[config.mk]
export PLATFORM = sky130hd
export DESIGN_NAME = port_c_d_pin_function_select
export DESIGN_NICKNAME = d
export VERILOG_FILES = /design/src/inc/port_cd_pin_pkg.sv /design/src/design/pin_cell.sv /design/src/design/port_c_d_pin_function_select.sv
export VERILOG_INCLUDE_DIRS = /design/src /design/src/inc
export SDC_FILE = /design/constraint.sdc
export NUM_CORES = 1
export LEC_CHECK = 0
export BUFFER_PORTS_ARGS = -buffer_cell sky130_fd_sc_hd__buf_2
export CORE_MARGIN = 2
export CORE_UTILIZATION = 23
export DETAILED_ROUTE_END_ITERATION = 12
export PLACE_DENSITY_LB_ADDON = 0.3
export SYNTH_ARGS = -nofsm -noshare
export SYNTH_HDL_FRONTEND = slang
export SYNTH_HIERARCHICAL = 1
export SYNTH_SLANG_ARGS = --single-unit
[constraint.sdc]
create_clock -name vclk -period 0.8
set_input_delay 0.08 -clock vclk [all_inputs]
set_output_delay 0.08 -clock vclk [all_outputs]
set_load 0.01 [all_outputs]
[src/inc/port_cd_pin_params.svh]
// Constants for the port C and port D pin function selection.
`ifndef PORT_CD_PIN_PARAMS_SVH
`define PORT_CD_PIN_PARAMS_SVH

// Prescaler select codes that pick an external clock pin.
`define PSC_EXT_CLK_A 3'h4
`define PSC_EXT_CLK_B 3'h5
`define PSC_EXT_CLK_C 3'h6

// Upper two bits of an I/O control field that make it a capture input.
`define IO_FIELD_CAPTURE_TOP 2'h2

// Wake-up mask level that lets the pin through.
`define WAKE_UNMASKED 1'h0

// Level that a gated wake-up input rests at; the wake-up inputs are active low.
`define WAKE_IDLE 1'h1

// Direction bit value for general output.
`define DIR_OUTPUT 1'h1

// Serial mode select value for the clocked-synchronous mode.
`define SERIAL_MODE_CLOCKED 1'h0

// Level of a timer or serial input that is not routed to its pin.
`define ROUTE_IDLE 1'h0

`endif

[src/inc/port_cd_pin_pkg.sv]
// Types shared by the port C and port D pin function selection.
package port_cd_pin_pkg;

   typedef logic [2:0] psc_type;
   typedef logic [3:0] io_field_type;
   typedef logic [5:0] port_c_vec_type;
   typedef logic [13:8] wake_vec_type;

endpackage

[src/design/pin_cell.sv]
// One pin's output driver choice between an alternate function and general I/O.
`timescale 1ns/1ps
`include "port_cd_pin_params.svh"

module pin_cell (
   input wire logic alt_in_en,
   input wire logic alt_out_en,
   input wire logic alt_out,
   input wire logic direction,
   input wire logic gpio_out,
   output logic pin_out,
   output logic pin_oe
);

   // An alternate input wins over everything, so the pin is released then.
   assign pin_out = alt_out_en ? alt_out : gpio_out;
   assign pin_oe = !alt_in_en && (alt_out_en || (direction == `DIR_OUTPUT));

endmodule

[src/design/port_c_d_pin_function_select.sv]
// Pin function selection for port C pins 5 to 0 and port D pins 7 and 6.
//
// Summary of operation
// RULE1 - C5 drives timer1 compare B when selected, else direction picks input/output.
// RULE2 - C5 feeds external clock C when timer0 or timer2 prescaler is 110.
// RULE3 - C5 also feeds external clock C in timer1 phase counting mode.
// RULE4 - C5 feeds timer1 capture B in normal mode or phase mode with field 10xx.
// RULE5 - C4 drives timer1 compare A when selected, else direction picks input/output.
// RULE6 - C4 feeds timer1 capture A in normal mode or phase mode with field 10xx.
// RULE7 - C3 feeds external clock B on prescaler 101 anywhere or timer0 phase mode.
// RULE8 - C3 feeds timer0 capture D in normal mode or phase mode with field 10xx.
// RULE9 - C2 feeds external clock A on prescaler 100 anywhere or timer0 phase mode.
// RULE10 - C2 feeds timer0 capture C in normal mode or phase mode with field 10xx.
// RULE11 - C3 and C2 drive timer0 compare D and C when selected, else general I/O.
// RULE12 - C1 and C0 drive timer0 compare B and A when selected, else general I/O.
// RULE13 - C1 feeds timer0 capture B in normal mode or phase mode with field 10xx.
// RULE14 - C0 feeds timer0 capture A in normal mode or phase mode with field 10xx.
// RULE15 - C5 to C0 feed wake-up inputs 13 to 8 while their mask bit is 0.
// RULE16 - D7 chip-select input enabled: clocked mode, slave, or master with field 01/10.
// RULE17 - D7 chip-select output: clocked master with upper bit; input first, then output.
// RULE18 - D6 serial clock input enabled when slave with clock-select set, either mode.
// RULE19 - D6 serial clock output when master with clock-select; input wins, then output.
// RULE20 - Selection is combinational, so a setting acts on the pin in the same cycle.
`timescale 1ns/1ps
`include "port_cd_pin_params.svh"

module port_c_d_pin_function_select (
   input wire logic clk,
   input wire logic nrst,
   // Port C pins and port registers.
   input wire port_cd_pin_pkg::port_c_vec_type pin_c_in,
   output port_cd_pin_pkg::port_c_vec_type pin_c_out,
   output port_cd_pin_pkg::port_c_vec_type pin_c_oe,
   input wire port_cd_pin_pkg::port_c_vec_type pin_c_direction,
   input wire port_cd_pin_pkg::port_c_vec_type pin_c_data,
   output port_cd_pin_pkg::port_c_vec_type pin_c_level,
   // Timer channel modes and settings.
   input wire logic timer0_normal_mode,
   input wire logic timer0_phase_mode,
   input wire logic timer1_normal_mode,
   input wire logic timer1_phase_mode,
   input wire port_cd_pin_pkg::psc_type timer0_prescaler_select,
   input wire port_cd_pin_pkg::psc_type timer1_prescaler_select,
   input wire port_cd_pin_pkg::psc_type timer2_prescaler_select,
   input wire port_cd_pin_pkg::io_field_type timer1_io_field_a,
   input wire port_cd_pin_pkg::io_field_type timer1_io_field_b,
   input wire port_cd_pin_pkg::io_field_type timer0_io_field_a,
   input wire port_cd_pin_pkg::io_field_type timer0_io_field_b,
   input wire port_cd_pin_pkg::io_field_type timer0_io_field_c,
   input wire port_cd_pin_pkg::io_field_type timer0_io_field_d,
   // Timer compare outputs and their output selections.
   input wire logic timer1_cmp_b,
   input wire logic timer1_cmp_b_oe,
   input wire logic timer1_cmp_a,
   input wire logic timer1_cmp_a_oe,
   input wire logic timer0_cmp_d,
   input wire logic timer0_cmp_d_oe,
   input wire logic timer0_cmp_c,
   input wire logic timer0_cmp_c_oe,
   input wire logic timer0_cmp_b,
   input wire logic timer0_cmp_b_oe,
   input wire logic timer0_cmp_a,
   input wire logic timer0_cmp_a_oe,
   // Timer inputs fed from the pins.
   output logic ext_clk_in_a,
   output logic ext_clk_in_b,
   output logic ext_clk_in_c,
   output logic timer1_cap_b,
   output logic timer1_cap_a,
   output logic timer0_cap_d,
   output logic timer0_cap_c,
   output logic timer0_cap_b,
   output logic timer0_cap_a,
   // Wake-up interrupt inputs.
   input wire port_cd_pin_pkg::wake_vec_type wakeup_mask_reg,
   output port_cd_pin_pkg::wake_vec_type wakeup_in,
   // Port D pins 7 and 6.
   input wire logic pin_d7_in,
   output logic pin_d7_out,
   output logic pin_d7_oe,
   input wire logic pin_d7_direction,
   input wire logic pin_d7_data,
   output logic pin_d7_level,
   input wire logic pin_d6_in,
   output logic pin_d6_out,
   output logic pin_d6_oe,
   input wire logic pin_d6_direction,
   input wire logic pin_d6_data,
   output logic pin_d6_level,
   // Serial unit control bits and signals.
   input wire logic serial_mode_select,
   input wire logic master_select,
   input wire logic cs_select_hi,
   input wire logic cs_select_lo,
   input wire logic serial_clk_pin_select,
   input wire logic serial_cs_drive,
   input wire logic serial_clk_drive,
   output logic serial_chip_select,
   output logic serial_clock_pin,
   output logic cs_input_enable,
   output logic cs_output_enable,
   output logic sclk_input_enable,
   output logic sclk_output_enable
);
   import port_cd_pin_pkg::*;

   ////////////////////////////////////////////////////////////////////////////////

   // Capture routing is the same test for every compare/capture pin.
   function automatic logic capture_route(
      input logic normal_mode,
      input logic phase_mode,
      input io_field_type field
   );
      capture_route = normal_mode || (phase_mode && (field[3:2] == `IO_FIELD_CAPTURE_TOP));
   endfunction

   // True when any of the three channels picks the given prescaler code.
   function automatic logic any_psc_is(
      input psc_type code,
      input psc_type sel0,
      input psc_type sel1,
      input psc_type sel2
   );
      any_psc_is = (sel0 == code) || (sel1 == code) || (sel2 == code);
   endfunction

   ////////////////////////////////////////////////////////////////////////////////
   // Port C output drivers.

   // Pin order is 5 down to 0: timer1 B, timer1 A, timer0 D, C, B, A.
   wire port_c_vec_type c_alt_out;
   wire port_c_vec_type c_alt_oe;

   assign c_alt_out = {timer1_cmp_b, timer1_cmp_a, timer0_cmp_d,
                       timer0_cmp_c, timer0_cmp_b, timer0_cmp_a}; // [RULE1] [RULE5] [RULE11] [RULE12]
   assign c_alt_oe = {timer1_cmp_b_oe, timer1_cmp_a_oe, timer0_cmp_d_oe,
                      timer0_cmp_c_oe, timer0_cmp_b_oe, timer0_cmp_a_oe};

   // Port C has no input-priority function, so the cells see no input enable.
   // The timer input routes below never turn the output driver off; a pin
   // driven by its compare output still loops back to its own capture input.
   genvar gi;
   generate
      for (gi = 0; gi < 6; gi++) begin : g_port_c
         pin_cell u_cell (
            .alt_in_en(1'b0),
            .alt_out_en(c_alt_oe[gi]),
            .alt_out(c_alt_out[gi]),
            .direction(pin_c_direction[gi]),
            .gpio_out(pin_c_data[gi]),
            .pin_out(pin_c_out[gi]),
            .pin_oe(pin_c_oe[gi])
         ); // [RULE1] [RULE5] [RULE11] [RULE12] [RULE20]
      end
   endgenerate

   assign pin_c_level = pin_c_in;

   ////////////////////////////////////////////////////////////////////////////////
   // Timer inputs from port C.

   wire clk_a_sel;
   wire clk_b_sel;
   wire clk_c_sel;

   assign clk_c_sel = (timer0_prescaler_select == `PSC_EXT_CLK_C)
                      || (timer2_prescaler_select == `PSC_EXT_CLK_C) // [RULE2]
                      || timer1_phase_mode; // [RULE3]
   assign clk_b_sel = any_psc_is(`PSC_EXT_CLK_B, timer0_prescaler_select,
                                 timer1_prescaler_select, timer2_prescaler_select)
                      || timer0_phase_mode; // [RULE7]
   assign clk_a_sel = any_psc_is(`PSC_EXT_CLK_A, timer0_prescaler_select,
                                 timer1_prescaler_select, timer2_prescaler_select)
                      || timer0_phase_mode; // [RULE9]

   // Unrouted inputs rest low so the timer never sees a stray edge.
   assign ext_clk_in_c = clk_c_sel ? pin_c_in[5] : `ROUTE_IDLE; // [RULE2] [RULE3]
   assign ext_clk_in_b = clk_b_sel ? pin_c_in[3] : `ROUTE_IDLE; // [RULE7]
   assign ext_clk_in_a = clk_a_sel ? pin_c_in[2] : `ROUTE_IDLE; // [RULE9]

   wire cap_sel_1b;
   wire cap_sel_1a;
   wire cap_sel_0d;
   wire cap_sel_0c;
   wire cap_sel_0b;
   wire cap_sel_0a;

   assign cap_sel_1b = capture_route(timer1_normal_mode, timer1_phase_mode,
                                     timer1_io_field_b); // [RULE4]
   assign cap_sel_1a = capture_route(timer1_normal_mode, timer1_phase_mode,
                                     timer1_io_field_a); // [RULE6]
   assign cap_sel_0d = capture_route(timer0_normal_mode, timer0_phase_mode,
                                     timer0_io_field_d); // [RULE8]
   assign cap_sel_0c = capture_route(timer0_normal_mode, timer0_phase_mode,
                                     timer0_io_field_c); // [RULE10]
   assign cap_sel_0b = capture_route(timer0_normal_mode, timer0_phase_mode,
                                     timer0_io_field_b); // [RULE13]
   assign cap_sel_0a = capture_route(timer0_normal_mode, timer0_phase_mode,
                                     timer0_io_field_a); // [RULE14]

   assign timer1_cap_b = cap_sel_1b ? pin_c_in[5] : `ROUTE_IDLE; // [RULE4]
   assign timer1_cap_a = cap_sel_1a ? pin_c_in[4] : `ROUTE_IDLE; // [RULE6]
   assign timer0_cap_d = cap_sel_0d ? pin_c_in[3] : `ROUTE_IDLE; // [RULE8]
   assign timer0_cap_c = cap_sel_0c ? pin_c_in[2] : `ROUTE_IDLE; // [RULE10]
   assign timer0_cap_b = cap_sel_0b ? pin_c_in[1] : `ROUTE_IDLE; // [RULE13]
   assign timer0_cap_a = cap_sel_0a ? pin_c_in[0] : `ROUTE_IDLE; // [RULE14]

   ////////////////////////////////////////////////////////////////////////////////
   // Wake-up inputs run beside whatever else the pin is doing.

   generate
      for (gi = 0; gi < 6; gi++) begin : g_wake
         assign wakeup_in[gi + 8] = (wakeup_mask_reg[gi + 8] == `WAKE_UNMASKED)
                                    ? pin_c_in[gi] : `WAKE_IDLE; // [RULE15]
      end
   endgenerate

   ////////////////////////////////////////////////////////////////////////////////
   // Port D pins 7 and 6.

   wire clocked_mode;

   assign clocked_mode = (serial_mode_select == `SERIAL_MODE_CLOCKED);
   assign cs_input_enable = clocked_mode && (!master_select
                            || (master_select && (cs_select_hi != cs_select_lo))); // [RULE16]
   assign cs_output_enable = clocked_mode && master_select && cs_select_hi; // [RULE17]
   assign sclk_input_enable = !master_select && serial_clk_pin_select; // [RULE18]
   assign sclk_output_enable = master_select && serial_clk_pin_select; // [RULE19]

   // Both enables can be true at once; the input side must win there.
   pin_cell u_cell_d7 (
      .alt_in_en(cs_input_enable),
      .alt_out_en(cs_output_enable),
      .alt_out(serial_cs_drive),
      .direction(pin_d7_direction),
      .gpio_out(pin_d7_data),
      .pin_out(pin_d7_out),
      .pin_oe(pin_d7_oe)
   ); // [RULE17] [RULE20]

   pin_cell u_cell_d6 (
      .alt_in_en(sclk_input_enable),
      .alt_out_en(sclk_output_enable),
      .alt_out(serial_clk_drive),
      .direction(pin_d6_direction),
      .gpio_out(pin_d6_data),
      .pin_out(pin_d6_out),
      .pin_oe(pin_d6_oe)
   ); // [RULE19] [RULE20]

   assign serial_chip_select = cs_input_enable ? pin_d7_in : `ROUTE_IDLE; // [RULE16]
   assign serial_clock_pin = sclk_input_enable ? pin_d6_in : `ROUTE_IDLE; // [RULE18]
   assign pin_d7_level = pin_d7_in;
   assign pin_d6_level = pin_d6_in;
endmodule

==> results.md, run 1 <==
- Status: finished, violations left
- Failing checks: negative setup slack
- Dpl cells: 211
- Synth cell count leaders: and3b_1, buf_4, mux2_4, o21ba_2
- Clock Power Share: 0%
- Largest net degree at the start of global routing: 7
- Fmax: 1.06 GHz
- Final count of pins violating max slew: 0
- RSZ-0062 raised after global routing: true
- Cell area after synthesis: 549 um2
- DR DRC count: 0
- Placeable Area: 2230 um2
- Total GRT Usage: 14.2%
- Die area: 2800 um2
- Sw Ratio: 38.5%
- Post-route ant nets: 0
- Worst min path class: in2out
- Endpoints failing setup: 6
- Crit path cell chain: buf_6, and3b_1, o41a_1, buf_2
- Critical Path RT: 0.72 ns
- Iteration-0 DRC Markers: 1
- Vias in the first global route: 866
- ANT cells: 0
- WHS Path Cells: 2
- Final #Nets: 274
- Antenna violations before repair: 0
- Area grow syn2layout: 143%
- Reg area: 0 um2
- Via/cell ratio: 4.46
- Worst path depth: 4
- Met1 Wirelength: 696 um
- Yosys cell types: 19
- Most common cell in the netlist: and3b_1
- Pwr per Cell Area: 543 nW/um2
- Buf+Inv Stages, Crit Path: 2
- WL met2: 1.25 mm
- Starting Density: 24.6%
- Share of layout cells above drive strength 1: 83.7%
- Io pins: 133
- Sequential fraction of design power: 0%
- Switching power: 0.278 mW
- Crit end category: output pin
- Yosys top cell area share: 21.9%
- Grt ovf: 0
- Port buffer count: 119
- P_leak: 0.800 nW
- CLK BUF: 0
- Total number of sequential cells: 0
- Worst Path Max Fanout: 2
- Die H: 52.9 um
- WL per Instance: 10.6 um
- Post-layout util: 59.7%
- Area contributors post-synth: mux2_4, and3b_1, o21ba_2
- Peak supply drop: 0.000338 V
- Die X-Extent: 52.9 um
- First-pass GRT wire length: 3.19 mm
- GPL Wtd Cong: 0.765
- Hold WS: 0.356 ns
- CP delay by family, top: compound AO/OA/AOI/OAI gates
- Num rows: 17
- Drt pass-1 iters: 2
- Leading area contributor after synthesis: mux2_4
- Total wire length: 2.25 mm
- Highest Signal Layer: met4
- Period utilisation layout: 118%
- Final Worst Setup Slack: -0.144 ns
- Post-layout minimum cycle time: 0.944 ns
- Met3 routed wirelength: 278 um
- Vias post-DR: 945
- Fillers: 202
- Yosys warns: 6
- Fin Setup TNS: -0.445 ns
- Arr. time, crit path: 0.86 ns
- Post-Syn Area per Cell: 8.72 um2
- Final Non-Filler Cells: 212
- Final hold violation count: 0
- Register area share after synthesis: 0%
- CP Class: in2out
- Max cap viols: 0
- Critical Path Source Type: primary input
- Crit path largest cell delay: 0.38 ns
- Internal power: 0.445 mW
- Post-synthesis instance total: 63
- Slowest library cell on the worst path: o41a_1
- Power share of the combinational group: 100.0%
## per-layer routing
metal	vias to the layer above	track usage, %
met1	403	14.0
met4	0	0
met5	-	0
met2	74	32.1
li1	466	-
met3	2	1.13
## stage by stage
stage | power, mW | cell area [um2] | setup slack [ns]
floorplan | 0.292 | 571 | 0.0414
detailed placement | 0.620 | 1170 | -0.159
finish | 0.723 | 1330 | -0.144
CTS | 0.706 | 1310 | -0.152
global route | 0.785 | 1330 | -0.175
global placement | 0.609 | 1170 | -0.168
## cell type report
type               count  area, um2  share of cell area, %
inverters              1       3.75                  0.282
repair buffers       124        727                   54.6
well taps             28       35.0                   2.63
multi-input cells     59        567                   42.5
## kinds of logic (layout without fill, tap and decap cells)
logic type | after synthesis | in the layout | share of synthesized area (%)
AOI/OAI and AO/OA | 19 | 19 | 30.8
buffers and inverters | 9 | 125 | 11.6
and+or+nand+nor | 25 | 25 | 33.5
xor gates and xnor gates | 1 | 1 | 1.59
muxes | 8 | 8 | 21.9
other | 1 | 6 | 0.683
## worst paths after layout
check | from | end | slack (ns)
min | pin_d6_in | pin_d6_level | 0.36
max | timer2_prescaler_select[0] | ext_clk_in_b | -0.14
## layout by cell type (no fill, tap or decap), types with 3 or more instances in the layout
master	count
conb_1	6
o21a_1	6
o21ba_2	7
buf_4	3
buf_8	3
and3b_1	10
mux2_4	8
buf_2	107
or2_2	6
buf_6	11
## what timing repair did
item | CTS | global route
gates resized for setup | 26 | 5
pin swaps | 5 | 5
hold buffers | 0 | 0
buffers inserted | 0 | 1
endpoints found under the setup margin | 7 | 7
## power by group through the flow
stage	combinational (mW)	sequential [mW]	clock, mW
2_1_floorplan	0.292	0	0
3_5_place_dp	0.620	0	0
6_report	0.723	0	0
3_3_place_gp	0.609	0	0
4_1_cts	0.706	0	0
5_1_grt	0.785	0	0
No activity file was read; power rests on OpenSTA's default activity.
==> run 2: changes to the inputs <==
==> constraint.sdc (replaced) <==
create_clock -name vclk -period 0.8
set_input_delay 0.16 -clock vclk [all_inputs]
set_output_delay 0.16 -clock vclk [all_outputs]
set_load 0.01 [all_outputs]
==> run 2 against run 1 <==
  * The run still ends with negative setup slack left
  * Worst setup slack worse by 0.18 ns
  * Utilization grew 10 points
  * Final cell count grew 2.4%
  * Count of clock-buffer cells in the layout unchanged
  * Largest cell class unchanged
==> results.md, run 2 (synthesis results as in run 1) <==
- Status: finished, violations left
- Failing checks: negative setup slack
- RSZ-0062 raised after global routing: true
- Worst min path class: in2out
- Via/cell ratio: 4.57
- WL per Instance: 13.5 um
- Final Worst Setup Slack: -0.323 ns
- Final #Nets: 279
- Met1 Wirelength: 893 um
- Port buffer count: 119
- Fin Setup TNS: -2.26 ns
- P_leak: 0.895 nW
- Total number of sequential cells: 0
- Die X-Extent: 52.9 um
- Met3 routed wirelength: 295 um
- Final count of pins violating max slew: 0
- Largest net degree at the start of global routing: 7
- Grt ovf: 0
- Iteration-0 DRC Markers: 7
- Drt pass-1 iters: 5
- Post-layout util: 69.9%
- Highest Signal Layer: met3
- Placeable Area: 2230 um2
- ANT cells: 0
- Area grow syn2layout: 184%
- Fillers: 180
- CLK BUF: 0
- Antenna violations before repair: 0
- Pwr per Cell Area: 559 nW/um2
- Arr. time, crit path: 0.96 ns
- Worst path most repeated cell: buf_2
- Fmax: 0.891 GHz
- Num rows: 17
- Crit path cell chain: buf_2, and3b_1, o41a_1, buf_2
- Multi-input gate area: 592 um2
- Io pins: 133
- Critical path origin: timer1_prescaler_select[2]
- Hold wc startpoint: pin_d7_in
- Crit end category: output pin
- First-pass GRT wire length: 3.79 mm
- Vias post-DR: 991
- CP delay by family, top: compound AO/OA/AOI/OAI gates
- WL met2: 1.74 mm
- Commonest non-fill, non-tap cell in the layout: buf_2
- Slowest library cell on the worst path: o41a_1
- Post-route ant nets: 0
- Die H: 52.9 um
- Dpl cells: 216
- Starting Density: 24.6%
- Hold WS: 0.531 ns
- Critical Path RT: 0.64 ns
- Die area: 2800 um2
- Vias in the first global route: 935
- Period utilisation layout: 140%
- DR DRC count: 0
- Endpoints failing setup: 21
- Buf+Inv Stages, Crit Path: 2
- CP Class: in2out
- Total GRT Usage: 17.6%
- Final hold violation count: 0
- GPL Wtd Cong: 0.691
- Final Non-Filler Cells: 217
- Most frequent cells in the layout: buf_2, buf_6, and3b_1
- Reg area: 0 um2
- Design Power: 0.872 mW
- Worst Path Max Fanout: 2
- Half-perimeter wire length after placement: 2.13 mm
- Peak supply drop: 0.000379 V
- Total wire length: 2.93 mm
- Post-layout minimum cycle time: 1.12 ns
- Max cap viols: 0
- Share of layout cells above drive strength 1: 85.2%
- Critical Path Source Type: primary input
- Crit path largest cell delay: 0.39 ns
[run 2: worst paths after layout]
| path | depth (start not counted) | slack, ns | endpoint |
|---|---|---|---|
| setup / recovery | 4 | -0.32 | ext_clk_in_b |
| hold / removal | 2 | 0.53 | pin_d7_level |
[run 2: final cells by class]
class	instances	area share (%)
Inverter	1	0.241
Multi-Input combinational cell	59	37.9
Tap cell	28	2.25
Timing Repair Buffer	129	59.6
[run 2: timing repair]
item                                   CTS  global route
pin swaps                               14             7
endpoints found under the hold margin    0             0
buffers inserted                         1             0
hold buffers                             0             0
setup endpoints to repair               29            25
gates resized for setup                 52            11
[run 2: per-layer routing]
| layer | global-route usage [%] | vias up |
|---|---|---|
| met5 | 0 | - |
| met4 | 0 | 0 |
| met2 | 39.6 | 67 |
| li1 | - | 477 |
| met1 | 16.7 | 447 |
| met3 | 3.11 | 0 |
[run 2: per-stage QoR]
stage	cell area, um2	setup WS, ns
2_1_floorplan	607	-0.110
3_3_place_gp	1240	-0.336
3_5_place_dp	1240	-0.340
4_1_cts	1510	-0.317
5_1_grt	1560	-0.344
6_report	1560	-0.323
[run 2: power breakdown]
group	switching (mW)	internal (mW)
clock	0	0
sequential	0	0
combinational	0.311	0.561
total	0.311	0.561
